## config.mk

```make
export PLATFORM = sky130hd
export DESIGN_NAME = dcc_seq
export DESIGN_NICKNAME = d
export VERILOG_FILES = /design/src/dcc_pkg.sv /design/src/dcc_seq.sv
export SDC_FILE = /design/constraint.sdc
export NUM_CORES = 1
export LEC_CHECK = 0
export ABC_AREA = 1
export BUFFER_PORTS_ARGS = -buffer_cell sky130_fd_sc_hd__clkbuf_2
export CAP_MARGIN = 15
export CORE_ASPECT_RATIO = 1.4
export CORE_MARGIN = 5
export CORE_UTILIZATION = 45
export CTS_CLUSTER_SIZE = 25
export DETAILED_ROUTE_END_ITERATION = 8
export PLACE_DENSITY = 0.61
export SYNTH_ARGS = -nofsm -noshare
export SYNTH_HDL_FRONTEND = slang
export SYNTH_SLANG_ARGS = --single-unit
```

## constraint.sdc

```tcl
create_clock -name ref_clk -period 10.6 [get_ports ref_clk]
set_clock_uncertainty 0.1 [all_clocks]
set_input_delay 2.12 -clock ref_clk [delete_from_list [all_inputs] [get_ports ref_clk]]
set_output_delay 2.12 -clock ref_clk [all_outputs]
set_load 0.01 [all_outputs]
```

## src/dcc_pkg.sv

```systemverilog
// Purpose: Shared constants and types for the clock-change / DLL relock sequencer
// Assumes: Controller clock ref_clk at 20 MHz; DRAM command clock generated elsewhere
// Notes: Timing values in ns and derived cycle counts, command and register offsets
package dcc_pkg;

  localparam int unsigned REF_CLK_PS = 50000;

  // Timing values in ns (the _NCK ones in clocks), as defaults; cycle counts are rounded up
  localparam int unsigned T_CKSRE_NS = 10;
  localparam int unsigned T_CKSRX_NS = 10;
  localparam int unsigned T_XS_NS = 170;
  localparam int unsigned T_XP_NS = 24;
  localparam int unsigned T_MOD_NS = 15;
  localparam int unsigned T_MRD_NCK = 4;
  localparam int unsigned T_DLLK_NCK = 512;
  localparam int unsigned T_CLKSTAB_NS = 1000;

  function automatic int unsigned ns2cyc(input int unsigned ns);
    int unsigned c;
    c = (ns * 1000 + REF_CLK_PS - 1) / REF_CLK_PS;
    return (c < 1) ? 1 : c;
  endfunction

  localparam int unsigned C_CKSRE = ns2cyc(T_CKSRE_NS);
  localparam int unsigned C_CKSRX = ns2cyc(T_CKSRX_NS);
  localparam int unsigned C_XS = ns2cyc(T_XS_NS);
  localparam int unsigned C_XP = ns2cyc(T_XP_NS);
  localparam int unsigned C_MOD = ns2cyc(T_MOD_NS);
  localparam int unsigned C_CLKSTAB = ns2cyc(T_CLKSTAB_NS);

  localparam int unsigned CNT_W = 16;

  // Software register offsets (word index on the plain port)
  localparam logic [3:0] REG_CTRL = 4'h0;
  localparam logic [3:0] REG_STATUS = 4'h1;
  localparam logic [3:0] REG_MR0 = 4'h2;
  localparam logic [3:0] REG_MR1 = 4'h3;
  localparam logic [3:0] REG_MR2 = 4'h4;
  localparam logic [3:0] REG_MR3 = 4'h5;

  // CTRL fields
  localparam int unsigned CTRL_GO_BIT = 0;
  localparam int unsigned CTRL_PD_BIT = 1;
  localparam int unsigned CTRL_RTT_BIT = 2;
  // STATUS fields
  localparam int unsigned ST_BUSY_BIT = 0;
  localparam int unsigned ST_DONE_BIT = 1;
  localparam int unsigned ST_CLKREQ_BIT = 2;
  localparam int unsigned ST_REFUSED_BIT = 3;

  // Mode register bits
  localparam int unsigned MR1_DLL_DIS_BIT = 0;
  localparam int unsigned MR0_DLL_RST_BIT = 8;

  localparam logic [15:0] MR0_RST = 16'h0000;
  localparam logic [15:0] MR1_RST = 16'h0001;
  localparam logic [15:0] MR2_RST = 16'h0000;
  localparam logic [15:0] MR3_RST = 16'h0000;

  // DRAM commands {cs_n, ras_n, cas_n, we_n}
  localparam logic [3:0] CMD_NOP = 4'h7;
  localparam logic [3:0] CMD_MRS = 4'h0;
  localparam logic [3:0] CMD_SRE = 4'h1;

  typedef enum logic [12:0] {
    DCC_IDLE = 13'h0001,
    DCC_ENTER = 13'h0002,
    DCC_WAIT_SRE = 13'h0004,
    DCC_CLK_CHG = 13'h0008,
    DCC_CLK_STAB = 13'h0010,
    DCC_EXIT = 13'h0020,
    DCC_WAIT_XIT = 13'h0040,
    DCC_MRS1 = 13'h0080,
    DCC_MRS0 = 13'h0100,
    DCC_MRS2 = 13'h0200,
    DCC_MRS3 = 13'h0400,
    DCC_LOCK = 13'h0800,
    DCC_DONE = 13'h1000
  } dcc_state_t;

  typedef struct packed {
    logic cke;
    logic odt;
    logic [3:0] cmd;
    logic [2:0] ba;
    logic [15:0] addr;
  } dcc_dram_t;

endpackage

```

## src/dcc_seq.sv

```systemverilog
// Purpose: Controller-side sequencer for DRAM clock frequency change and DLL relock
// Assumes: Software programs target mode register values; clock source is external
// Notes: Frequency switch is requested via clk_chg_req and confirmed by clk_chg_ack
//
// Added by the designer: the address-and-strobe port and the register addresses.
`timescale 1ns/1ps

// Operation
// RULE1 - From idle, enter self refresh, change clock, hold stable tCKSRX, exit
// RULE2 - After exit: MR1 A0 cleared, then MR0 A8 set, then other mode registers
// RULE3 - At least four clocks between two consecutive mode register writes
// RULE4 - Nanosecond parameters become cycle counts, rounded up
// RULE5 - Keep clock period constant outside allowed change windows
// RULE6 - Change clock only in self refresh or precharge power-down
// RULE7 - In self refresh, change clock after tCKSRE, stable before tCKSRX
// RULE8 - Self refresh entry and exit timings still apply when only changing clock
// RULE9 - New clock stays within the speed grade operating range
// RULE10 - With termination enabled, hold termination input low through power-down
// RULE11 - With termination disabled, memory keeps termination off anyway
// RULE12 - In power-down, wait tCKSRE after clock enable low before clock change
// RULE13 - Hold termination input and clock enable low while clock changes
// RULE14 - Provide stable new clock tCKSRX before leaving power-down
// RULE15 - After power-down exit and tXP, issue DLL reset by mode register write
// RULE16 - Rewrite write recovery and latencies as needed, clock enable kept high
// RULE17 - During DLL relock, termination input low and clock enable high
// RULE18 - After lock time the memory runs normally at the new clock
// RULE19 - Power-down change covers both exit kinds; termination off, outputs idle first
// RULE20 - MR1 A0 high disables the DLL until written back to zero
// RULE21 - Wait tDLLK after DLL reset before commands needing a locked DLL
// RULE22 - Each step its own state with a counter loaded from a rounded count
module dcc_seq
  import dcc_pkg::*;
#(
  parameter int unsigned DLLK_CYC = T_DLLK_NCK,
  parameter int unsigned CLKSTAB_CYC = C_CLKSTAB
) (
  // Clock and reset
  input wire logic ref_clk,
  input wire logic rst,
  // Software register port
  input wire logic [3:0] sw_addr,
  input wire logic [31:0] sw_wdata,
  input wire logic sw_wr,
  input wire logic sw_rd,
  output logic [31:0] sw_rdata,
  // Clock source handshake
  output logic clk_chg_req,
  input wire logic clk_chg_ack,
  // Memory pins
  output dcc_dram_t dram,
  // Status
  output logic busy
);

  typedef struct packed {
    dcc_state_t st;
    logic [CNT_W-1:0] cnt;
    logic pd_mode;
    logic rtt_on;
    logic done;
    logic refused;
    logic [15:0] mr0;
    logic [15:0] mr1;
    logic [15:0] mr2;
    logic [15:0] mr3;
    logic [31:0] rdata;
    logic clk_req;
    dcc_dram_t dram;
    logic busy;
    logic ack_s1;
    logic ack_s2;
  } dcc_regs_t;

  dcc_regs_t r_q;
  dcc_regs_t r_d;

  localparam logic [CNT_W-1:0] CNT_CKSRE = CNT_W'(C_CKSRE);
  localparam logic [CNT_W-1:0] CNT_CKSRX = CNT_W'(C_CKSRX);
  localparam logic [CNT_W-1:0] CNT_XS = CNT_W'(C_XS);
  localparam logic [CNT_W-1:0] CNT_XP = CNT_W'(C_XP);
  localparam logic [CNT_W-1:0] CNT_MOD = CNT_W'(C_MOD);
  localparam logic [CNT_W-1:0] CNT_MRD = CNT_W'(T_MRD_NCK);
  localparam logic [CNT_W-1:0] CNT_DLLK = CNT_W'(DLLK_CYC);
  localparam logic [CNT_W-1:0] CNT_STAB = CNT_W'(CLKSTAB_CYC);

  logic cnt_zero;
  assign cnt_zero = (r_q.cnt == '0);

  always_comb begin
    r_d = r_q;
    r_d.ack_s1 = clk_chg_ack;
    r_d.ack_s2 = r_q.ack_s1;
    r_d.dram.cmd = CMD_NOP;
    r_d.dram.addr = '0;
    r_d.dram.ba = 3'h0;
    if (!cnt_zero) begin
      r_d.cnt = r_q.cnt - CNT_W'(1);
    end

    // Software writes; mode register values are frozen while busy is high
    if (sw_wr) begin
      case (sw_addr)
        REG_CTRL: begin
          if (sw_wdata[CTRL_GO_BIT]) begin
            if (r_q.st == DCC_IDLE || r_q.st == DCC_DONE) begin
              r_d.pd_mode = sw_wdata[CTRL_PD_BIT];
              r_d.rtt_on = sw_wdata[CTRL_RTT_BIT];
              r_d.done = 1'b0;
              r_d.st = DCC_ENTER;
            end else begin
              r_d.refused = 1'b1;
            end
          end
        end
        REG_STATUS: begin
          if (sw_wdata[ST_DONE_BIT]) r_d.done = 1'b0;
          if (sw_wdata[ST_REFUSED_BIT]) r_d.refused = 1'b0;
        end
        REG_MR0: if (!r_q.busy) r_d.mr0 = sw_wdata[15:0];
        REG_MR1: if (!r_q.busy) r_d.mr1 = sw_wdata[15:0];
        REG_MR2: if (!r_q.busy) r_d.mr2 = sw_wdata[15:0];
        REG_MR3: if (!r_q.busy) r_d.mr3 = sw_wdata[15:0];
        default: ;
      endcase
    end

    r_d.rdata = 32'h0000_0000;
    if (sw_rd) begin
      case (sw_addr)
        REG_CTRL: r_d.rdata = {29'h0, r_q.rtt_on, r_q.pd_mode, 1'b0};
        REG_STATUS: r_d.rdata = {28'h0, r_q.refused, r_q.clk_req, r_q.done, r_q.busy};
        REG_MR0: r_d.rdata = {16'h0, r_q.mr0};
        REG_MR1: r_d.rdata = {16'h0, r_q.mr1};
        REG_MR2: r_d.rdata = {16'h0, r_q.mr2};
        REG_MR3: r_d.rdata = {16'h0, r_q.mr3};
        default: r_d.rdata = 32'h0000_0000;
      endcase
    end

    case (r_q.st)
      DCC_IDLE: begin
        r_d.busy = 1'b0;
      end
      DCC_ENTER: begin
        // Banks assumed idle and termination already off on entry
        r_d.busy = 1'b1;
        r_d.dram.cke = 1'b0; // RULE1 RULE12
        r_d.dram.odt = 1'b0; // RULE10 RULE19
        if (!r_q.pd_mode) begin
          r_d.dram.cmd = CMD_SRE; // RULE1
        end
        r_d.cnt = CNT_CKSRE; // RULE22
        r_d.st = DCC_WAIT_SRE;
      end
      DCC_WAIT_SRE: begin
        if (cnt_zero) begin
          // Only retune window; new rate range is up to the clock source
          r_d.clk_req = 1'b1; // RULE5 RULE6 RULE7 RULE9 RULE12
          r_d.st = DCC_CLK_CHG;
        end
      end
      DCC_CLK_CHG: begin
        // CKE and ODT remain low while the source retunes
        r_d.dram.cke = 1'b0; // RULE13
        r_d.dram.odt = 1'b0; // RULE13
        if (r_q.ack_s2) begin
          r_d.clk_req = 1'b0;
          r_d.cnt = CNT_STAB;
          r_d.st = DCC_CLK_STAB;
        end
      end
      DCC_CLK_STAB: begin
        // Ack only says the source is retuned; settle then count tCKSRX
        if (r_q.ack_s2) begin
          r_d.cnt = CNT_STAB;
        end else if (cnt_zero) begin
          r_d.cnt = CNT_CKSRX; // RULE7 RULE14
          r_d.st = DCC_EXIT;
        end
      end
      DCC_EXIT: begin
        if (cnt_zero) begin
          r_d.dram.cke = 1'b1; // RULE1 RULE8 RULE14
          r_d.cnt = r_q.pd_mode ? CNT_XP : CNT_XS; // RULE8 RULE15 RULE4
          r_d.st = DCC_WAIT_XIT;
        end
      end
      DCC_WAIT_XIT: begin
        if (cnt_zero) r_d.st = DCC_MRS1;
      end
      DCC_MRS1: begin
        if (cnt_zero) begin
          if (r_q.pd_mode) begin
            r_d.st = DCC_MRS0;
          end else begin
            r_d.dram.cmd = CMD_MRS;
            r_d.dram.ba = 3'h1;
            r_d.dram.addr = r_q.mr1;
            r_d.dram.addr[MR1_DLL_DIS_BIT] = 1'b0; // RULE2 RULE20
            r_d.cnt = CNT_MRD; // RULE3
            r_d.st = DCC_MRS0;
          end
        end
      end
      DCC_MRS0: begin
        if (cnt_zero) begin
          r_d.dram.cmd = CMD_MRS;
          r_d.dram.ba = 3'h0;
          r_d.dram.addr = r_q.mr0;
          r_d.dram.addr[MR0_DLL_RST_BIT] = 1'b1; // RULE2 RULE15
          r_d.cnt = CNT_MRD; // RULE3
          r_d.st = DCC_MRS2;
        end
      end
      DCC_MRS2: begin
        if (cnt_zero) begin
          r_d.dram.cmd = CMD_MRS;
          r_d.dram.ba = 3'h2;
          r_d.dram.addr = r_q.mr2; // RULE16
          r_d.cnt = CNT_MRD; // RULE3
          r_d.st = DCC_MRS3;
        end
      end
      DCC_MRS3: begin
        if (cnt_zero) begin
          r_d.dram.cmd = CMD_MRS;
          r_d.dram.ba = 3'h3;
          r_d.dram.addr = r_q.mr3; // RULE16
          // Lock wait from the DLL reset exceeds tMOD from this write
          r_d.cnt = (CNT_DLLK > CNT_MOD) ? CNT_DLLK - CNT_W'(2 * T_MRD_NCK) : CNT_MOD;
          r_d.st = DCC_LOCK;
        end
      end
      DCC_LOCK: begin
        // CKE high and ODT low held through relock
        r_d.dram.cke = 1'b1; // RULE17
        r_d.dram.odt = 1'b0; // RULE17
        if (cnt_zero) begin
          r_d.st = DCC_DONE; // RULE21 RULE18
        end
      end
      DCC_DONE: begin
        r_d.done = 1'b1;
        r_d.busy = 1'b0;
        r_d.mr1[MR1_DLL_DIS_BIT] = 1'b0; // RULE20
        // One-shot set, so software can clear done afterwards
        r_d.st = DCC_IDLE;
      end
      default: begin
        r_d.st = DCC_IDLE;
      end
    endcase
  end

  always_ff @(posedge ref_clk or posedge rst) begin
    if (rst) begin
      r_q.st <= DCC_IDLE;
      r_q.cnt <= '0;
      r_q.pd_mode <= 1'b0;
      r_q.rtt_on <= 1'b0;
      r_q.done <= 1'b0;
      r_q.refused <= 1'b0;
      r_q.mr0 <= MR0_RST;
      r_q.mr1 <= MR1_RST;
      r_q.mr2 <= MR2_RST;
      r_q.mr3 <= MR3_RST;
      r_q.rdata <= 32'h0000_0000;
      r_q.clk_req <= 1'b0;
      r_q.dram.cke <= 1'b1;
      r_q.dram.odt <= 1'b0;
      r_q.dram.cmd <= CMD_NOP;
      r_q.dram.ba <= 3'h0;
      r_q.dram.addr <= 16'h0000;
      r_q.busy <= 1'b0;
      r_q.ack_s1 <= 1'b0;
      r_q.ack_s2 <= 1'b0;
    end else begin
      r_q <= r_d;
    end
  end

  assign sw_rdata = r_q.rdata;
  assign clk_chg_req = r_q.clk_req;
  assign dram = r_q.dram;
  assign busy = r_q.busy;

endmodule

```

-- After elaboration in Yosys (flattened, before gate mapping)
Index checks and enable logic that the tools add are counted.
- add/sub/neg operators: 1
- multiply operators: 0
- div/mod/pow operators: 0
- order comparisons: 0
- equality and inequality tests: 28
- shift operators: 0
- muxes and demuxes: 53
- bitwise logic cells: 1
- reductions and logical operators: 22
- operators with widths (operator ; number):
    $mux 29 ; 7
    $mux 16 ; 12
    $pmux 13 s12 ; 1
    $pmux 16 s8 ; 1
    $mux 22 ; 5
    $mux 13 ; 8
    $pmux 16 s6 ; 1
    $pmux 19 s4 ; 1
    $mux 66 ; 1
    $pmux 4 s5 ; 1
    $reduce_and 3->1 ; 6
    $logic_not 16->1 ; 1
    $sub 16x1->16 const B ; 1
    $eq 13x1->1 const B ; 1
    $eq 13x10->1 const B ; 1
    $eq 13x11->1 const B ; 1
    $eq 13x12->1 const B ; 1
    $eq 13x13->1 const B ; 1
    $eq 13x2->1 const B ; 1
    $eq 13x3->1 const B ; 1
    $eq 13x4->1 const B ; 1
    $eq 13x5->1 const B ; 1
    $eq 13x6->1 const B ; 1
    $eq 13x7->1 const B ; 1
    other kinds (23) ; 48
- register bits: 157
- latch bits: 0
- memory bits (writable): 0
- bits in read-only memories: 0
- bits of input ports: 41
- word-level logic and storage cells: 125
- memories kept: 0

-- Depth between registers and ports, before layout
- depth after elaboration: 9
- gate-level depth with buffers: 12
- gate-level depth less buffers: 12

-- Worst setup path before layout
Ideal clock, no wire load.
- path type: input to register
- from: input sw_addr[3]
- to: register r_q[110] in the netlist's numbering
- setup time: 0.133 ns
- arrival time: 3.095 ns
- path slack: 7.272 ns
- stages on the path: 7
- buffers on the path: 1
- cells stage by stage: nor2_1 -> inv_1 -> nor3_4 -> nand2_1 -> clkbuf_1 -> nand2_1 -> o21ai_0
- cells in the longest elaborated chain, start to end: 2
- RTL lines (what ; line ; RTL):
    from (decl) ; dcc_seq.sv:41 ; input wire logic [3:0] sw_addr,
    $eq 4x2->1 ; dcc_seq.sv:102 ; case (sw_addr)
    $reduce_and 3->1 (no source line) ; -- ;
    to (signal assigned) ; dcc_seq.sv:278 ; r_q <= r_d;
    to (decl) ; dcc_seq.sv:74 ; dcc_regs_t r_q;
No other way between the ends.
A chain may end at the register's enable or synchronous reset.

-- Final worst setup path
- from: input sw_addr[3]
- to: register r_q[93] in the netlist's numbering
- cells in the longest elaborated chain, start to end: 3
- RTL lines (what ; line):
    $eq 4x2->1 ; dcc_seq.sv:102
    $reduce_bool 2->1 (no source line) ; --
    $reduce_and 3->1 (no source line) ; --
No other way between the ends.

==> results.toml <==
[outcome]
outcome = "finished, final reports clean"

[pwr]
leakagePower_nw = 4.11
power-per-cell-area_nw_per_um2 = 204
switching_share = 0.326
power_frac_seq = 0.420
clkPwrFrac = 0.382
vdd_drop_max_uv = 113
power_frac_comb = 0.198
p_sw_uw = 541
intPower_mw = 1.12

[drt]
drt_iter0_markers = 462
vias = 6086
ant_nets = 0
wl_per_cell_um = 16.5
drcViolationCount = 0
drt_wl_total_um = 19400
firstDrtPassIters = 5
vias_per_cell = 5.19

[setup_path]
cp_data_arrival_time_ns = 4.70
worstPathRequired_ns = 10.82
crit_fanout = 32
crit_path_start_kind = "input port"
crit_path_end_kind = "register"
setup.worst_path.class = "in -> reg"
regToRegSetupSlack_ns = 7.67

[sta]
worstMarginPinSlew_ns = 1.18
fin_crit_ns = 4.47
fmax_mhz = 223
setup_total_negative_slack_ns = 0
report.final.slew_viol_count = 0
rsz0062_at_grt = "no"
final_hold_viol_count = 0
period_share = 0.422
relSlewSlack = 0.214
setup_viol = 0

[synth]
syn_avg_cell_area_um2 = 7.85
yosysSeqAreaShare = 0.470
ys_warn_count = 0
synth-main-ff-cell = "dfrtp_1"
synth_top_area_frac = 0.452
synth_cells = 938
synth_top_cells_by_count = "nand2_1 (265), dfrtp_1 (133), nor2_1 (86)"
yosysMostFrequentCell = "nand2_1"
synth_area_leaders = "dfrtp_1 (45%), nand2_1 (14%), buf_4 (6.1%)"
ys_ff_latch = 138
yosysTopAreaCell = "dfrtp_1"
synth-edff-count = 0
synth_area_um2 = 7370
synthArstFlopShare = 1.00
synth.distinct_cells = 40

[flow_run]
cap_viol_max_count = 0

[cts]
clkTransAtPathRegs_ns = 0.06
cts.path.max_buffers = 2
cts_hold_buf = 0
clkLatencyLatePin_ns = 0.43
tritoncts = "yes"
cts_root_buffer = "clkbuf_16"
postCtsSetupBuffers = 0
cts_made_buffers = 17
cts_resized = 0
h-tree-depth = 4
cts.sinks = 138

[global_routing]
grt_use_total = 0.209
overflow = 0
grt_max_degree = 74
antenna_found_initial = 0
grt_pass1_vias = 6155
grt_pass1_wl_um = 31700

[die]
die_w_um = 118
coreArea_um2 = 16100
num_rows = 55
dieHeight_um = 161
dieArea_um2 = 19100
initial_core_util = 0.457
ioPinCount = 100

[finish]
areaGrowthSynthToFinish_pct = 10.3
layout-drive-gt1-share = 0.150
finalNonFillerCells = 1172
num_antenna_cells = 0
fin_nets = 1004

[placement]
place_inst = 1140
place_congestion = 0.973
port_buffers = 64
dp_hpwl_um = 13100

[hold_path]
hold_class = "reg -> reg"
==> cell type report <==
class                   instances  area (µm²)
clock buffers                  17         425
clock inverters                15         204
fillers                      1668        7980
inverters                      83         317
multi-input cells             651        3110
flip-flops and latches        138        3460
well taps                     199         249
repair buffers                 69         358
==> state kept, by name, indices dropped and copies added (netlist names) <==
register	count
busy	1
clk_chg_req	1
dram	21
r_d	1
r_q	98
sw_rdata	16
==> through the flow <==
stage	hold WS [ns]	setup WS (ns)	instance area (µm²)	power [mW]	util
2_1_floorplan	0.231	4.69	7430	0.957	-
3_3_place_gp	0.246	5.69	7500	1.03	0.466
3_5_place_dp	0.242	5.64	7500	1.04	0.466
4_1_cts	0.256	6.08	8130	1.67	0.505
5_1_grt	0.266	5.84	8130	1.76	0.505
6_report	0.251	6.13	8130	1.66	0.505
==> cells in the final DEF (no fill, tap or decap), drive strengths merged, types with 7 or more instances in the layout <==
cell / count
nor3: 11
conb: 19
a21oi: 25
o21ai: 86
nor2: 100
dfrtp: 133
nand3: 73
a41oi: 14
nand2: 272
clkbuf: 81
inv: 90
xnor2: 7
nand4: 19
==> cell families (layout without fill, tap and decap cells) <==
| logic type | Yosys count | count (layout) | synth area share |
|---|---|---|---|
| buf+inv | 167 | 184 | 0.117 |
| xor+xnor | 12 | 12 | 0.0143 |
| compound gates | 137 | 137 | 0.104 |
| simple gates | 480 | 480 | 0.290 |
| flops | 138 | 138 | 0.470 |
| other cells | 1 | 19 | 0.000509 |
| fa+ha+maj | 3 | 3 | 0.00510 |
==> per-layer routing <==
metal,track usage,share of wire,up-vias
met5,0,0,-
met4,0.0949,0.031,0
li1,-,-,3015
met2,0.380,0.53,158
met3,0.0354,0.039,43
met1,0.237,0.40,2870
==> worst max-delay path, cell delays in order <==
cell and delay (ns):
clkbuf_2 0.09, nor2_1 0.19, inv_1 0.15, nor3_4 0.71, nand2_1 0.92, o21ai_0 0.43
a21oi_1 0.07
==> power by group through the flow <==
stage                     registers, mW  clock network (mW)  logic, mW
after CTS                         0.696               0.645      0.333
after global placement            0.705                   0      0.326
after detailed placement          0.704                   0      0.332
final                             0.697               0.633      0.329
after global routing              0.711               0.667      0.386
after floorplan                   0.686                   0      0.271
==> worst paths after layout <==
kind / cells after the start / startpoint / endpoint
max in group asynchronous: 3 / rst / r_q[98]$_DFFE_PP0P_
worst min register to register: 0 / r_d[0]$_DFF_PP0_ / r_q[0]$_DFF_PP0_
worst max-delay path: 7 / sw_addr[3] / r_q[93]$_DFFE_PP1P_
worst max register to register: 10 / r_q[129]$_DFF_PP0_ / r_q[156]$_DFF_PP0_
min in group asynchronous: 2 / rst / r_q[99]$_DFFE_PP0P_
worst min-delay path: 0 / r_d[0]$_DFF_PP0_ / r_q[0]$_DFF_PP0_
No activity file was read; power rests on OpenSTA's default activity.
